## src/tmrc_pkg.sv

```systemverilog
// Package for the sixteen-bit timer/counter: register map, field layout, reset values.
// Assumes an APB slave with 32-bit data; every register takes one aligned word.
package tmrc_pkg;

    // Register byte offsets
    localparam logic [7:0] OFF_CONTROL = 8'h00;
    localparam logic [7:0] OFF_COUNT_LOW = 8'h04;
    localparam logic [7:0] OFF_COUNT_HIGH = 8'h08;
    localparam logic [7:0] OFF_OSC_CONTROL = 8'h0c;
    localparam logic [7:0] OFF_STATUS = 8'h10;

    // Control field positions
    localparam int BIT_WIDE = 7;
    localparam int BIT_SYSCLK_TICK = 6;
    localparam int BIT_PRESCALE_HI = 5;
    localparam int BIT_PRESCALE_LO = 4;
    localparam int BIT_OSC_EN = 3;
    localparam int BIT_SYNC_DIS = 2;
    localparam int BIT_SRC_SEL = 1;
    localparam int BIT_RUN = 0;

    // Oscillator control field positions
    localparam int BIT_IDLE_ON_SLEEP = 7;
    localparam int BIT_SCS_HI = 1;
    localparam int BIT_SCS_LO = 0;
    localparam logic [1:0] SCS_TICK_OSC = 2'h1;

    // Status field positions
    localparam int BIT_OVF = 0;
    localparam int BIT_OVF_IE = 1;

    // Reset values
    localparam logic [7:0] CONTROL_RESET = 8'h00;
    localparam logic [7:0] OSC_RESET = 8'h00;

    // Special event trigger compare mode code
    localparam logic [3:0] CMP_MODE_SPECIAL = 4'hb;

    // Instruction cycle is four oscillator periods
    localparam logic [1:0] INSTR_DIV_LAST = 2'h3;

    // Power modes of the device clock
    typedef enum logic [1:0] {
        PWR_PRI_RUN,
        PWR_SEC_RUN,
        PWR_SEC_IDLE,
        PWR_SLEEP
    } tmrc_pwr_e;

    // Control register fields
    typedef struct packed {
        logic wide_access_enable;
        logic sysclk_from_tick_osc;
        logic [1:0] input_prescale_select;
        logic tick_osc_enable;
        logic ext_sync_disable;
        logic count_source_select;
        logic timer_run;
    } tmrc_ctrl_s;

endpackage : tmrc_pkg

```

## src/tmrc_timer.sv

```systemverilog
// Sixteen-bit up-counting timer/counter with an APB register slave.
// Assumes ext_count_pin_in and crystal_in_pin_in are sampled as levels on mclk_in.
// Assumes both count sources are slow next to mclk_in, one edge per few cycles.
// Assumes trigger, sleep and wake requests arrive as one-cycle pulses.
//
// Local design decisions: the APB slave port and the register addresses.
`timescale 1ns/1ps
`default_nettype none

module tmrc_timer (
    // Clock and reset
    input wire logic mclk_in,
    input wire logic rst_in,
    // APB slave
    input wire logic psel_in,
    input wire logic penable_in,
    input wire logic pwrite_in,
    input wire logic [7:0] paddr_in,
    input wire logic [31:0] pwdata_in,
    output logic [31:0] prdata_out,
    output logic pready_out,
    output logic pslverr_out,
    // Count sources and pins
    input wire logic ext_count_pin_in,
    input wire logic crystal_in_pin_in,
    input wire logic [1:0] port_direction_in,
    input wire logic [1:0] port_pin_level_in,
    output logic [1:0] pin_oe_n_out,
    output logic tick_osc_power_out,
    // System events
    input wire logic [3:0] cmp_mode_in,
    input wire logic special_trigger_in,
    input wire logic sleep_cmd_in,
    input wire logic wake_in,
    output logic [1:0] power_mode_out,
    output logic overflow_irq_out
);

    // Register file and counting state
    tmrc_pkg::tmrc_ctrl_s ctrl_q;
    logic [7:0] osc_ctrl_q;
    tmrc_pkg::tmrc_pwr_e pwr_q;
    logic [15:0] count_q;
    logic [7:0] hbuf_q;
    logic [2:0] pre_q;
    logic [1:0] instr_q;
    logic ext_s1_q, ext_s2_q, ext_prev_q;
    logic raw_prev_q;
    // Flags sit apart from the control word so software clears them alone
    logic ovf_q, ovf_ie_q;
    logic [31:0] rdata_d;

    // Simple decode helper shared by reads and writes.
    // Exact match, so a misaligned address falls through to the error path.
    function automatic logic hit(input logic [7:0] a, input logic [7:0] off);
        hit = (a == off);
    endfunction : hit

    // Prescale terminal count; a power of two minus one.
    // Gives 0, 1, 3 or 7, held against the running prescale count.
    function automatic logic [2:0] pre_last(input logic [1:0] sel);
        pre_last = 3'((4'h1 << sel) - 4'h1);
    endfunction : pre_last

    // Access-cycle strobes; ready is always high there, so it needs no gating
    logic wr_acc, rd_acc;
    assign wr_acc = psel_in & penable_in & pwrite_in;
    assign rd_acc = psel_in & penable_in & ~pwrite_in;

    // One write strobe per register, plus a low-byte read strobe; an unmapped address raises none of them
    logic wr_ctrl, wr_low, wr_high, wr_osc, wr_stat, rd_low;
    assign wr_ctrl = wr_acc & hit(paddr_in, tmrc_pkg::OFF_CONTROL);
    assign wr_low = wr_acc & hit(paddr_in, tmrc_pkg::OFF_COUNT_LOW);
    assign wr_high = wr_acc & hit(paddr_in, tmrc_pkg::OFF_COUNT_HIGH);
    assign wr_osc = wr_acc & hit(paddr_in, tmrc_pkg::OFF_OSC_CONTROL);
    assign wr_stat = wr_acc & hit(paddr_in, tmrc_pkg::OFF_STATUS);
    assign rd_low = rd_acc & hit(paddr_in, tmrc_pkg::OFF_COUNT_LOW);

    // External source: crystal when its oscillator is on, else the pin.
    // Turning the oscillator on swaps sources under the edge detector, so
    // software should enable it before it sets the run bit.
    logic raw_src;
    assign raw_src = ctrl_q.tick_osc_enable ? crystal_in_pin_in : ext_count_pin_in;

    // Two-flop synchroniser; only the second stage feeds edge detection.
    // Two cycles of delay keep metastable levels away from the count.
    always_ff @(posedge mclk_in) begin
        if (rst_in) begin
            ext_s1_q <= 1'b0;
            ext_s2_q <= 1'b0;
            ext_prev_q <= 1'b0;
            raw_prev_q <= 1'b0;
        end else begin
            ext_s1_q <= raw_src;
            ext_s2_q <= ext_s1_q;
            ext_prev_q <= ext_s2_q;
            raw_prev_q <= raw_src;
        end
    end

    // Unsynchronised path skips two stages of latency, not the sampling clock.
    // With the internal source selected neither path is looked at.
    logic ext_edge;
    assign ext_edge = ctrl_q.ext_sync_disable ? (raw_src & ~raw_prev_q)
                                              : (ext_s2_q & ~ext_prev_q);

    // Instruction cycle divider, free running.
    // Not restarted by the run bit, so the first tick may come early.
    always_ff @(posedge mclk_in) begin
        if (rst_in) begin
            instr_q <= 2'h0;
        end else begin
            instr_q <= 2'(instr_q + 2'h1);
        end
    end

    // Count input: instruction cycle or a qualified external edge
    logic tick_in;
    assign tick_in = ctrl_q.count_source_select ? ext_edge
                                                : (instr_q == tmrc_pkg::INSTR_DIV_LAST);

    // Prescaler and its output pulse
    logic pre_out;
    assign pre_out = ctrl_q.timer_run & tick_in
                     & (pre_q >= pre_last(ctrl_q.input_prescale_select));

    // Prescale count; only a low-byte write restarts it
    always_ff @(posedge mclk_in) begin
        if (rst_in) begin
            pre_q <= 3'h0;
        end else if (wr_low) begin
            pre_q <= 3'h0;
        end else if (ctrl_q.timer_run & tick_in) begin
            pre_q <= pre_out ? 3'h0 : 3'(pre_q + 3'h1);
        end
    end

    // Counter; software write beats the special event, which beats counting.
    // A byte-mode high write swallows a tick that lands in the same cycle.
    // Only compare mode 1011 may reset; other modes leave the count alone.
    logic special;
    assign special = special_trigger_in & (cmp_mode_in == tmrc_pkg::CMP_MODE_SPECIAL);

    always_ff @(posedge mclk_in) begin
        if (rst_in) begin
            count_q <= 16'h0000;
        end else if (wr_low) begin
            count_q[7:0] <= pwdata_in[7:0];
            if (ctrl_q.wide_access_enable) begin
                count_q[15:8] <= hbuf_q;
            end
        end else if (wr_high & ~ctrl_q.wide_access_enable) begin
            count_q[15:8] <= pwdata_in[7:0];
        end else if (special) begin
            count_q <= 16'h0000;
        end else if (pre_out) begin
            count_q <= 16'(count_q + 16'h0001);
        end
    end

    // High byte buffer, used only in 16-bit mode.
    // A high write and a low read never share a cycle, so their order is free.
    always_ff @(posedge mclk_in) begin
        if (rst_in) begin
            hbuf_q <= 8'h00;
        end else if (ctrl_q.wide_access_enable & wr_high) begin
            hbuf_q <= pwdata_in[7:0];
        end else if (ctrl_q.wide_access_enable & rd_low) begin
            hbuf_q <= count_q[15:8];
        end
    end

    // Overflow flag: a wrap in the clearing cycle still sets it.
    // In 16-bit mode a high write only fills the buffer, so the count still wraps.
    logic wrap;
    assign wrap = pre_out & (count_q == 16'hffff) & ~wr_low & ~special
                  & ~(wr_high & ~ctrl_q.wide_access_enable);

    // Status: writing one clears the flag; the enable is written directly
    always_ff @(posedge mclk_in) begin
        if (rst_in) begin
            ovf_q <= 1'b0;
            ovf_ie_q <= 1'b0;
        end else begin
            if (wrap) begin
                ovf_q <= 1'b1;
            end else if (wr_stat & pwdata_in[tmrc_pkg::BIT_OVF]) begin
                ovf_q <= 1'b0;
            end
            if (wr_stat) begin
                ovf_ie_q <= pwdata_in[tmrc_pkg::BIT_OVF_IE];
            end
        end
    end

    // Control register; bit 6 is not writable.
    // Bit 6 trails the power mode by one cycle, too short for software to see.
    always_ff @(posedge mclk_in) begin
        if (rst_in) begin
            ctrl_q <= tmrc_pkg::tmrc_ctrl_s'(tmrc_pkg::CONTROL_RESET);
        end else begin
            if (wr_ctrl) begin
                ctrl_q.wide_access_enable <= pwdata_in[tmrc_pkg::BIT_WIDE];
                ctrl_q.input_prescale_select <=
                    pwdata_in[tmrc_pkg::BIT_PRESCALE_HI:tmrc_pkg::BIT_PRESCALE_LO];
                ctrl_q.tick_osc_enable <= pwdata_in[tmrc_pkg::BIT_OSC_EN];
                ctrl_q.ext_sync_disable <= pwdata_in[tmrc_pkg::BIT_SYNC_DIS];
                ctrl_q.count_source_select <= pwdata_in[tmrc_pkg::BIT_SRC_SEL];
                ctrl_q.timer_run <= pwdata_in[tmrc_pkg::BIT_RUN];
            end
            ctrl_q.sysclk_from_tick_osc <= (pwr_q == tmrc_pkg::PWR_SEC_RUN) ||
                                           (pwr_q == tmrc_pkg::PWR_SEC_IDLE);
        end
    end

    // Oscillator control register
    // Clock select and idle-on-sleep are plain storage read by the mode machine
    always_ff @(posedge mclk_in) begin
        if (rst_in) begin
            osc_ctrl_q <= tmrc_pkg::OSC_RESET;
        end else if (wr_osc) begin
            osc_ctrl_q <= pwdata_in[7:0];
        end
    end

    // Power mode; start-up delay before selecting the crystal is software's job.
    // Sleep with another clock selected is full sleep; wake returns to primary.
    logic scs_tick;
    assign scs_tick =
        osc_ctrl_q[tmrc_pkg::BIT_SCS_HI:tmrc_pkg::BIT_SCS_LO] == tmrc_pkg::SCS_TICK_OSC;

    always_ff @(posedge mclk_in) begin
        if (rst_in) begin
            pwr_q <= tmrc_pkg::PWR_PRI_RUN;
        end else begin
            case (pwr_q)
                tmrc_pkg::PWR_PRI_RUN, tmrc_pkg::PWR_SEC_RUN: begin
                    if (sleep_cmd_in & scs_tick & ~osc_ctrl_q[tmrc_pkg::BIT_IDLE_ON_SLEEP]) begin
                        pwr_q <= tmrc_pkg::PWR_SEC_IDLE;
                    end else if (sleep_cmd_in & ~scs_tick) begin
                        pwr_q <= tmrc_pkg::PWR_SLEEP;
                    end else if (scs_tick) begin
                        pwr_q <= tmrc_pkg::PWR_SEC_RUN;
                    end else begin
                        pwr_q <= tmrc_pkg::PWR_PRI_RUN;
                    end
                end
                tmrc_pkg::PWR_SEC_IDLE: begin
                    if (wake_in) begin
                        pwr_q <= tmrc_pkg::PWR_SEC_RUN;
                    end
                end
                default: begin
                    if (wake_in) begin
                        pwr_q <= tmrc_pkg::PWR_PRI_RUN;
                    end
                end
            endcase
        end
    end

    // Read mux; the live high byte never reaches the bus in 16-bit mode.
    // Decoded from the setup address; the answer flop carries it onward.
    always_comb begin
        rdata_d = 32'h0000_0000;
        if (hit(paddr_in, tmrc_pkg::OFF_CONTROL)) begin
            rdata_d[7:0] = ctrl_q;
        end else if (hit(paddr_in, tmrc_pkg::OFF_COUNT_LOW)) begin
            rdata_d[7:0] = count_q[7:0];
        end else if (hit(paddr_in, tmrc_pkg::OFF_COUNT_HIGH)) begin
            rdata_d[7:0] = ctrl_q.wide_access_enable ? hbuf_q : count_q[15:8];
        end else if (hit(paddr_in, tmrc_pkg::OFF_OSC_CONTROL)) begin
            rdata_d[7:0] = osc_ctrl_q;
        end else if (hit(paddr_in, tmrc_pkg::OFF_STATUS)) begin
            rdata_d[tmrc_pkg::BIT_OVF] = ovf_q;
            rdata_d[tmrc_pkg::BIT_OVF_IE] = ovf_ie_q;
            rdata_d[3:2] = (ctrl_q.timer_run ? 2'h0 : port_pin_level_in);
        end
    end

    // Any address off the five words is refused and changes nothing
    logic unmapped;
    assign unmapped = !(hit(paddr_in, tmrc_pkg::OFF_CONTROL)
                     || hit(paddr_in, tmrc_pkg::OFF_COUNT_LOW)
                     || hit(paddr_in, tmrc_pkg::OFF_COUNT_HIGH)
                     || hit(paddr_in, tmrc_pkg::OFF_OSC_CONTROL)
                     || hit(paddr_in, tmrc_pkg::OFF_STATUS));

    // APB answer: no wait state, yet data and ready leave flops together.
    // Decoding in the setup cycle costs no extra cycle; no bus output has a combinational path.
    // The error rides with ready, so a refused access takes no longer.
    always_ff @(posedge mclk_in) begin
        if (rst_in) begin
            pready_out <= 1'b0;
            prdata_out <= 32'h0000_0000;
            pslverr_out <= 1'b0;
        end else begin
            pready_out <= psel_in & ~penable_in;
            prdata_out <= rdata_d;
            pslverr_out <= psel_in & ~penable_in & unmapped;
        end
    end

    // Pin and oscillator outputs; oscillator power ignores power mode.
    // While stopped the pins follow the port direction bits, one meaning input.
    always_ff @(posedge mclk_in) begin
        if (rst_in) begin
            pin_oe_n_out <= 2'h3;
            tick_osc_power_out <= 1'b0;
            power_mode_out <= 2'h0;
            overflow_irq_out <= 1'b0;
        end else begin
            pin_oe_n_out <= ctrl_q.timer_run ? 2'h3 : port_direction_in;
            tick_osc_power_out <= ctrl_q.tick_osc_enable;
            power_mode_out <= pwr_q;
            overflow_irq_out <= ovf_q & ovf_ie_q;
        end
    end

endmodule : tmrc_timer

`default_nettype wire

```

## config.mk

```make
export PLATFORM = sky130hd
export DESIGN_NAME = tmrc_timer
export DESIGN_NICKNAME = d
export VERILOG_FILES = /design/src/tmrc_pkg.sv /design/src/tmrc_timer.sv
export SDC_FILE = /design/constraint.sdc
export NUM_CORES = 1
export LEC_CHECK = 0
export ABC_AREA = 1
export BUFFER_PORTS_ARGS = -buffer_cell sky130_fd_sc_hd__buf_2
export CORE_MARGIN = 8
export CORE_UTILIZATION = 57
export CTS_CLUSTER_SIZE = 40
export DETAILED_ROUTE_END_ITERATION = 8
export HOLD_SLACK_MARGIN = 0.08
export PLACE_DENSITY_LB_ADDON = 0.25
export SLEW_MARGIN = 0
export SYNTH_ARGS = -nofsm -noshare
export SYNTH_HDL_FRONTEND = slang
export SYNTH_SLANG_ARGS = --single-unit
```

## constraint.sdc

```tcl
create_clock -name mclk_in -period 3.39 [get_ports mclk_in]
set_input_delay 0.678 -clock mclk_in [delete_from_list [all_inputs] [get_ports mclk_in]]
set_output_delay 0.678 -clock mclk_in [all_outputs]
set_load 0.1 [all_outputs]
```

==> qor.csv, run 1 <==
metric,value,unit
CTS tree,built,
Sw Share,0.3315,
CP Class,in -> reg,
period utilisation layout,0.6961,
Mapped Avg Cell Area,6.607,um^2
PD cells,429.9,nW/um^2
r2r worst-path depth,9,
H-Tree Level Count,3,
nets@finish,694,
Crit Path Max Fanout,14,
Die Area,9617,um^2
Max Transition Viols Final,0,
"count leader, synth",nand2_1,
global-route wire length before repair,17150,um
Num CTS Buffers,9,
DRC,0,
gr usage total,0.2205,
Synthesis Warnings,0,
CTS Sinks,68,
main combinational cell family by area after synthesis,simple AND/OR/NAND/NOR gates,
post-route ant nets,0,
Netlist Area Pre-Place,3839,um^2
post-synthesis register bit count,68,
Post-synth EDFFs,0,
Die Y,98.07,um
clock skew,0.007823,ns
max-cap violations,0,
cell taking the most area after synthesis,dfxtp_1,
Synth area leaders,"dfxtp_1, nand2_1, o21ai_0, nor2_1, inv_1",
port buffer count,49,
Avg WL per Cell,14.95,um
Area Overhead vs Synth,10.17,%
Post-Route WL,10640,um
status,completed,
Post-synth top cells,"nand2_1, nor2_1, inv_1",
GP Congestion,0.9483,
Adder-Cell Fraction of Synth Area,0.02934,
clk_lat worst skew,0.35,ns
"Distinct cells, synth",37,
CTS Buffer Depth,2,
cells resized by post-CTS repair,0,
Sw Pwr,602.7,uW
DR vias/cell,5.420,
post-synthesis compound-gate area fraction,0.1845,
worst ir drop on vdd,0.2900,mV
vias in the first global route,3594,
Initial Utilization,0.5778,
sequential share of power,0.459,
Worst EP required,3.64,ns
arrival time worst endpoint,2.61,ns
Tmin final,2.360,ns
Fin Hold WS,0.4283,ns
clock network power share,0.375,
largest net degree at the start of global routing,41,
Mapped Cells,581,
Synth Flop Type,dfxtp_1,
final setup vio count,0,
Post-Synth XOR/XNOR Area,0.004563,
worst slew pin tran,0.6201,ns
hold depth,1,
core region area,6644,um^2
Horiz. Die Dim,98.07,um
postcts setup bufs,0,
fmax,423.8,MHz
gr ovfl total,0,
sequential share of the synthesized area,0.3546,
Final Non-Filler Cells,712,
Comb power frac,0.165,
Yosys top cell area share,0.3546,
final hold vios,0,
mux cell area share after synthesis,0,
clk root buf,clkbuf_8,
initial antenna violation count,0,
dpl hpwl,8077,um
Worst slew margin,0.5860,
Worst setup SP type,input pin,
worst hold path type,reg -> reg,
Placed Cells,696,
Antenna Cells,0,
via count,3859,
layout cell share with drive strength beyond 1,0.1345,
Internal Power,1.215,mW
violation count after the first detailed-route iteration,268,
post-synthesis simple-gate area fraction,0.2907,
unrepaired setup endpoints after global routing,no,
clk slew on worst S/H paths,0.08,ns
cts hold-fix bufs,0,
top-level port count,98,
Leakage,1.957,nW
FILL cells,636,
CP Capture Type,register,
Rows,30,
router iterations before antenna repair,6,
asr flop ratio synth,0,
Post-Route Setup TNS,0,ns
==> logic make-up after synthesis <==
kind of cell / after synthesis
xor gates and xnor gates: 2
AOI/OAI and AO/OA: 135
and+or+nand+nor: 256
DFF: 68
buffers and inverters: 110
adders and majority gates: 9
other: 1
==> layout by cell type (no fill, tap or decap), drive strengths merged, types with 3 or more instances in the layout <==
| cell | instances |
|---|---|
| nor3 | 9 |
| nand3 | 28 |
| nand2 | 122 |
| nor2 | 89 |
| inv | 73 |
| a21oi | 47 |
| buf | 50 |
| o21ai | 74 |
| dfxtp | 68 |
| a41oi | 3 |
| clkinvlp | 3 |
| o22ai | 4 |
| conb | 24 |
| ha | 9 |
| clkbuf | 9 |
| nand4 | 5 |
==> metal layers <==
metal,track usage,part of all wire,vias to the layer above,routed length (um)
met2,0.3483,0.45,151,4797
li1,-,-,1922,-
met5,0,0,-,0
met1,0.2758,0.46,1761,4860
met3,0.05050,0.066,25,704
met4,0.1079,0.026,0,282
==> worst max-delay path, cell delays in order <==
cell and delay (ns):
buf_2 0.10, nor2_1 0.13, nand2_2 0.15, nor2_2 0.41, nand3_1 0.49, nand2_1 0.32
o21ai_0 0.12, a21oi_1 0.15, nor2_1 0.06
==> registers in the layout, summed over array words and instances, names as in the netlist, 2 cells and up <==
name and count:
osc_ctrl_q 8, pre_q 3, pin_oe_n_out 2, instr_q 2, ctrl_q 8, power_mode_out 2
hbuf_q 8, count_q 16, pwr_q 2, prdata_out 8
==> through the flow <==
stage | power [mW] | util | instance area (um^2) | worst slack, ns
final | 1.818 | 0.6365 | 4229 | 1.030
after global routing | 1.887 | 0.6365 | 4229 | 0.8101
after CTS | 1.827 | 0.6365 | 4229 | 1.121
after detailed placement | 1.151 | 0.6066 | 4030 | 0.7508
after global placement | 1.145 | 0.6066 | 4030 | 0.8071
after floorplan | 1.113 | - | 3925 | 1.509
==> layout make-up <==
cell class                 count  area, um^2  share of cell area
sequential                    68        1361              0.3219
clock inverter                 7       75.07             0.01775
inverter                      72       271.5             0.06420
tap                           80       100.1             0.02367
clock buffer                   9       123.9             0.02929
multi-input combinational    426        2044              0.4834
timing repair buffer          50       252.7             0.05976
==> path summary, 6_finish.rpt <==
check / startpoint / endpoint / slack (ns)
max: paddr_in[7] / hbuf_q[0] / 1.03
min: instr_q[0] / instr_q[0] / 0.43
max reg2reg: ctrl_q[4] / count_q[9] / 1.31
min reg2reg: instr_q[0] / instr_q[0] / 0.43
==> power groups by stage <==
stage          Combinational [mW]  Clock (mW)  Sequential (mW)
3_5_place_dp                0.297           0            0.854
6_report                    0.301       0.682            0.835
3_3_place_gp                0.293           0            0.852
2_1_floorplan               0.223           0            0.890
5_1_grt                     0.322       0.728            0.838
4_1_cts                     0.298       0.694            0.835
Note: power is estimated with default switching activity, not from simulation.
==> run 2, diff against run 1 <==
CORE_UTILIZATION = 53   (was 57)
clock period = 2.45 ns   (was 3.39 ns; I/O delays follow)
==> qor.csv, run 2 (synthesis gave the netlist of run 1 again) <==
metric,value,unit,change
Die Y,101.1,um,was 98.07 um
DRC,0,,unchanged
unrepaired setup endpoints after global routing,no,,unchanged
gr ovfl total,0,,unchanged
Worst Hold Launch,penable_in,,was instr_q[0]
post-route ant nets,0,,unchanged
CP Class,reg -> reg,,was in -> reg
worst hold path type,in -> reg,,was reg -> reg
gr usage total,0.2116,,was 0.2205
critical-path cell list,or2_2 -> ha_1 -> nand3b_1 -> nand3_1 -> nand3_1 -> nand3_4 -> nand3_1 -> nor2_1 -> nor2_1,,was buf_2 -> nor2_1 -> nand2_2 -> nor2_2 -> nand3_1 -> nand2_1 -> o21ai_0 -> a21oi_1 -> nor2_1
vias in the first global route,3503,,was 3594
Post-Route WL,10690,um,was 10640 um
Crit Path Max Fanout,15,,was 14
max-cap violations,0,,unchanged
PD cells,580.6,nW/um^2,was 429.9 nW/um^2
clk root buf,clkbuf_8,,unchanged
via count,3877,,was 3859
Worst path slowest cell,dfxtp_1,,was nand3_1
max reg flops,16,,unchanged
port buffer count,49,,unchanged
Leakage,1.989,nW,was 1.957 nW
CTS Sinks,68,,unchanged
top-level port count,98,,unchanged
postcts setup bufs,0,,unchanged
Max Transition Viols Final,0,,unchanged
worst r2r dst,count_q[8],,was count_q[9]
DR vias/cell,5.261,,was 5.420
Rows,31,,was 30
H-Tree Level Count,3,,unchanged
Hold Crit Endpoint,pready_out,,was instr_q[0]
Reg area,1361,um^2,unchanged
Initial Utilization,0.5379,,was 0.5778
status,completed,,unchanged
clk_lat worst skew,0.35,ns,about the same
Worst slew margin,0.5981,,was 0.5860
Worst EP required,2.69,ns,was 3.64 ns
router iterations before antenna repair,5,,was 6
GP Congestion,0.9458,,was 0.9483
initial antenna violation count,0,,unchanged
Post-Route Setup TNS,0,ns,unchanged
FILL cells,742,,was 636
core region area,7137,um^2,was 6644 um^2
Tmin final,2.059,ns,
hold depth,2,,was 1
layout cell share with drive strength beyond 1,0.1411,,was 0.1345
"commonest cells after routing, fill and taps aside","nand2_1, nor2_1, inv_1",,unchanged
post-layout util,0.6012,,was 0.6365
Area Overhead vs Synth,11.77,%,was 10.17%
Antenna Cells,0,,unchanged
period utilisation layout,0.8404,,
CP max stage delay,0.34,ns,was 0.49 ns
CTS tree,built,,unchanged
"most common cell after layout, fill and taps aside",nand2_1,,unchanged
footprint of the multi-input gates,2044,um^2,unchanged
Final Non-Filler Cells,737,,was 712
Critical Path Most Common Cell,nand3_1,,was nor2_1
Die Area,10220,um^2,was 9617 um^2
FF-to-FF Start,ctrl_q[5],,was ctrl_q[4]
dpl hpwl,8204,um,was 8077 um
cts hold-fix bufs,0,,unchanged
clock skew,0.01052,ns,was 0.007823 ns
cells resized by post-CTS repair,0,,unchanged
Avg WL per Cell,14.51,um,was 14.95 um
worst path buffer plus inverter count,0,,was 1
final setup vio count,0,,unchanged
r2r worst-path depth,9,,unchanged
family with the most delay on the worst path,simple AND/OR/NAND/NOR gates,,unchanged
final hold vios,0,,unchanged
worst slew pin tran,0.6022,ns,was 0.6201 ns
global-route wire length before repair,17140,um,was 17150 um
register-to-register setup slack,0.39,ns,was 1.31 ns
Worst setup SP type,register,,was input pin
Num CTS Buffers,9,,unchanged
arrival time worst endpoint,2.30,ns,was 2.61 ns
Setup crit start,ctrl_q[5],,was paddr_in[7]
fmax,485.7,MHz,
clk slew on worst S/H paths,0.08,ns,about the same
Placed Cells,721,,was 696
largest net degree at the start of global routing,34,,was 41
nets@finish,700,,was 694
most flop-heavy register,count_q,,unchanged
Horiz. Die Dim,101.1,um,was 98.07 um
CP Capture Type,register,,unchanged
CTS Buffer Depth,2,,unchanged
violation count after the first detailed-route iteration,329,,was 268
worst ir drop on vdd,0.2584,mV,was 0.2900 mV
[run 2: cell count changes in the layout (fill, tap and decap cells not counted), sizes merged]
cell and delta:
clkbuf +1, inv -1, clkinv +1, buf +6
clkinvlp -1
[run 2: worst register-to-register path, cell delays in order (launching register included)]
cell and delay, ns:
dfxtp_1 0.34, or2_2 0.28, ha_1 0.17, nand3b_1 0.15, nand3_1 0.09, nand3_1 0.30
nand3_4 0.31, nand3_1 0.13, nor2_1 0.12, nor2_1 0.05
[run 2: area by class of cell]
type,instances,share of cell area
Timing Repair Buffer,56,0.06941
Inverter,72,0.06328
Clock buffer,10,0.02975
Multi-Input combinational cell,426,0.4765
Tap cell,99,0.02887
Sequential cell,68,0.3173
Clock inverter,6,0.01487
[run 2: report_power, final]
| group | leakage, nW | internal (mW) | switching, mW |
|---|---|---|---|
| Sequential | 0.551 | 1.14 | 0.0188 |
| Combinational | 1.34 | 0.0726 | 0.343 |
| Clock | 0.0927 | 0.470 | 0.450 |
[run 2: metal layers]
metal / track usage / share of wire / up-vias
li1: - / - / 1934
met1: 0.2683 / 0.45 / 1771
met2: 0.3436 / 0.46 / 150
met3: 0.03867 / 0.072 / 22
met4: 0.08820 / 0.023 / 0
met5: 0 / 0 / -
[run 2: worst max-delay path by stage]
stage	to	slack, ns	cells past startpoint
floorplan	count_q[11]	0.70	10
global route	count_q[10]	0.25	9
detailed placement	count_q[3]	0.39	9
CTS	count_q[11]	0.43	9
global placement	count_q[9]	0.42	9
finish	count_q[8]	0.39	9
[run 2: metrics by stage]
stage	area, um^2	setup WS (ns)	power (mW)	hold slack [ns]
global route	4290	0.2493	2.586	0.3295
detailed placement	4099	0.3882	1.593	0.4078
CTS	4290	0.4286	2.503	0.3167
finish	4290	0.3911	2.491	0.3200
floorplan	3925	0.7036	1.540	0.3992
global placement	4099	0.4213	1.585	0.4091
==> run 3, diff against run 2 <==
ABC_AREA = 0   (was 1)
CORE_UTILIZATION = 49   (was 53)
clock period = 1.8 ns   (was 2.45 ns; I/O delays follow)
==> qor.csv, run 3 <==
metric,value,unit,change
CTS Sinks,68,,unchanged
cell taking the most area after synthesis,dfxtp_1,,unchanged
clock network power share,0.393,,was 0.370
met1 Use GR,0.2694,,was 0.2683
met3 usage,0.04979,,was 0.03867
failing checks,setup timing,,
Antenna Cells,0,,unchanged
FILL cells,702,,was 742
sequential share of power,0.437,,was 0.464
max-cap violations,0,,unchanged
Comb power frac,0.170,,was 0.167
asr flop ratio synth,0,,unchanged
"count leader, synth",dfxtp_1,,was nand2_1
unrepaired setup endpoints after global routing,yes,,was no
nets@finish,660,,was 700
top-level port count,98,,unchanged
Synth area leaders,"dfxtp_1, mux2i_1, buf_4, a21oi_1, nor2_1",,"was dfxtp_1, nand2_1, o21ai_0, nor2_1, inv_1"
Worst setup SP type,register,,unchanged
Horiz. Die Dim,106.9,um,was 101.1 um
post-route ant nets,0,,unchanged
via count,3979,,was 3877
core region area,8134,um^2,was 7137 um^2
Sw Pwr,1.094,mW,was 812.1 uW
Rows,33,,was 31
Die Area,11440,um^2,was 10220 um^2
final hold vios,0,,unchanged
post-synthesis register bit count,68,,unchanged
H-Tree Level Count,3,,unchanged
CTS Buffer Depth,2,,unchanged
GP Congestion,0.9542,,was 0.9458
setup slack after layout,-0.1166,ns,was 0.3911 ns
initial antenna violation count,0,,unchanged
worst r2r dst,count_q[3],,was count_q[8]
clock skew,0.01156,ns,was 0.01052 ns
Mapped Cells,468,,was 581
DR vias/cell,5.668,,was 5.261
Placed Cells,686,,was 721
"Distinct cells, synth",75,,was 37
port buffer count,49,,unchanged
clk slew on worst S/H paths,0.07,ns,was 0.08 ns
arrival time worst endpoint,2.20,ns,was 2.30 ns
Netlist Area Pre-Place,4053,um^2,was 3839 um^2
DRC,0,,unchanged
Internal Power,2.444,mW,was 1.679 mW
Sw Share,0.3092,,was 0.3260
Post-Route Setup TNS,-1.373,ns,was 0 ns
r2r worst-path depth,8,,was 9
Worst EP required,2.08,ns,was 2.69 ns
Synth Flop Type,dfxtp_1,,unchanged
Max Transition Viols Final,0,,unchanged
clk_lat worst skew,0.35,ns,about the same
Mapped Avg Cell Area,8.659,um^2,was 6.607 um^2
dpl hpwl,9854,um,was 8204 um
Avg WL per Cell,18.68,um,was 14.51 um
Setup crit start,ctrl_q[4],,was ctrl_q[5]
Num CTS Buffers,9,,unchanged
Area Overhead vs Synth,30.66,%,was 11.77%
clk root buf,clkbuf_8,,unchanged
gr usage total,0.2249,,was 0.2116
CP Capture Type,register,,unchanged
Synthesis Warnings,0,,unchanged
worst hold path type,in -> reg,,unchanged
Post-Route WL,13110,um,was 10690 um
CTS tree,built,,unchanged
vias in the first global route,3912,,was 3503
total power,3.539,mW,was 2.491 mW
violation count after the first detailed-route iteration,268,,was 329
most crowded layer after global routing,met2,,unchanged
Critical Path Sink,count_q[3],,was count_q[8]
max reg flops,16,,unchanged
gr ovfl total,0,,unchanged
Die Y,106.9,um,was 101.1 um
largest net degree at the start of global routing,14,,was 34
most flop-heavy register,count_q,,unchanged
worst ir drop on vdd,0.6092,mV,was 0.2584 mV
Tmin final,1.917,ns,was 2.059 ns
global-route wire length before repair,20140,um,was 17140 um
fmax,521.7,MHz,was 485.7 MHz
register-to-register setup slack,-0.12,ns,was 0.39 ns
Leakage,2.084,nW,was 1.989 nW
PD cells,668.3,nW/um^2,was 580.6 nW/um^2
FF-to-FF Start,ctrl_q[4],,was ctrl_q[5]
"commonest cells after routing, fill and taps aside","buf_4, dfxtp_1, buf_2",,"was nand2_1, nor2_1, inv_1"
layout cell share with drive strength beyond 1,0.3601,,was 0.1411
Post-synth top cells,"dfxtp_1, nor2_1, a21oi_1",,"was nand2_1, nor2_1, inv_1"
Crit Path Max Fanout,10,,was 15
sequential share of the synthesized area,0.3359,,was 0.3546
Initial Utilization,0.4982,,was 0.5379
CP Class,reg -> reg,,unchanged
Post-synth EDFFs,0,,unchanged
period utilisation layout,1.065,,was 0.8404
status,"complete, but fails checks",,was completed
router iterations before antenna repair,5,,unchanged
Yosys top cell area share,0.3359,,was 0.3546
Global Route met2 Usage,0.3726,,was 0.3436
"most common cell after layout, fill and taps aside",buf_4,,was nand2_1
Final Non-Filler Cells,702,,was 737
final setup vio count,16,,was 0
[run 3: cell count changes after synthesis, moves of 8 or more]
cell	change
nor2_1	-43
mux2i_1	+21
nand3_1	-8
nand3b_1	+9
a21oi_1	-15
a22oi_1	+13
nand2_1	-87
o21ai_0	-60
nor2b_1	+9
inv_1	-51
a211oi_1	+12
[run 3: through the flow]
stage	setup slack [ns]	area [um^2]	util	hold WS, ns
global placement	-0.3190	4930	0.6061	0.4069
global route	-0.1946	5295	0.6510	0.1895
floorplan	-0.3171	4192	-	0.3992
CTS	-0.1467	5206	0.6401	0.1803
finish	-0.1166	5295	0.6510	0.1904
detailed placement	-0.3790	4930	0.6061	0.4128
[run 3: power by group through the flow]
stage          logic (mW)  registers (mW)  clock network, mW
2_1_floorplan       0.415            1.64                  0
3_3_place_gp        0.577            1.58                  0
3_5_place_dp        0.585            1.58                  0
4_1_cts             0.589            1.55               1.41
5_1_grt             0.629            1.55               1.47
6_report            0.602            1.55               1.39
[run 3: logic make-up after synthesis]
group                    synth area share
AO/OA/AOI/OAI                      0.2115
XOR/XNOR                          0.01081
adder cells (fa/ha/maj)           0.02779
buffers and inverters              0.1081
flip-flops                         0.3359
multiplexers                      0.07132
other                           0.0009253
AND/OR/NAND/NOR                    0.2337
[run 3: layout make-up]
cell class,instances,area (um^2),area share
well taps,105,131.4,0.02481
clock inverters,6,90.09,0.01701
repair buffers,145,1012,0.1912
flip-flops and latches,68,1368,0.2583
inverters,19,71.32,0.01347
clock buffers,9,123.9,0.02339
multi-input cells,350,2499,0.4719
[run 3: worst min path at each step]
stage,from,to,cells past startpoint
after floorplan,instr_q[0],instr_q[0],1
after global routing,port_direction_in[1],pin_oe_n_out[1],2
after global placement,instr_q[0],instr_q[0],1
after detailed placement,instr_q[0],instr_q[0],1
after CTS,port_direction_in[1],pin_oe_n_out[1],2
final,port_direction_in[1],pin_oe_n_out[1],2
[run 3: what timing repair did]
action,CTS,global route
pin swaps,1,8
gates cloned,0,1
setup endpoints to repair,19,28
hold buffers,0,0
buffers inserted,0,0
resized for setup,11,22
[run 3: worst max-delay path, cell delays in order, from the launching register on]
cell and delay (ns):
dfxtp_2 0.33, or2_4 0.26, ha_4 0.28, nor2b_4 0.04, o21ai_4 0.16, nand3_4 0.19, buf_4 0.20, a311o_1 0.30
a21oi_1 0.11
[run 3: layer usage]
metal,routed length (um),vias to the layer above
li1,-,1923
met4,396,0
met1,5358,1864
met5,0,-
met2,6421,159
met3,936,33
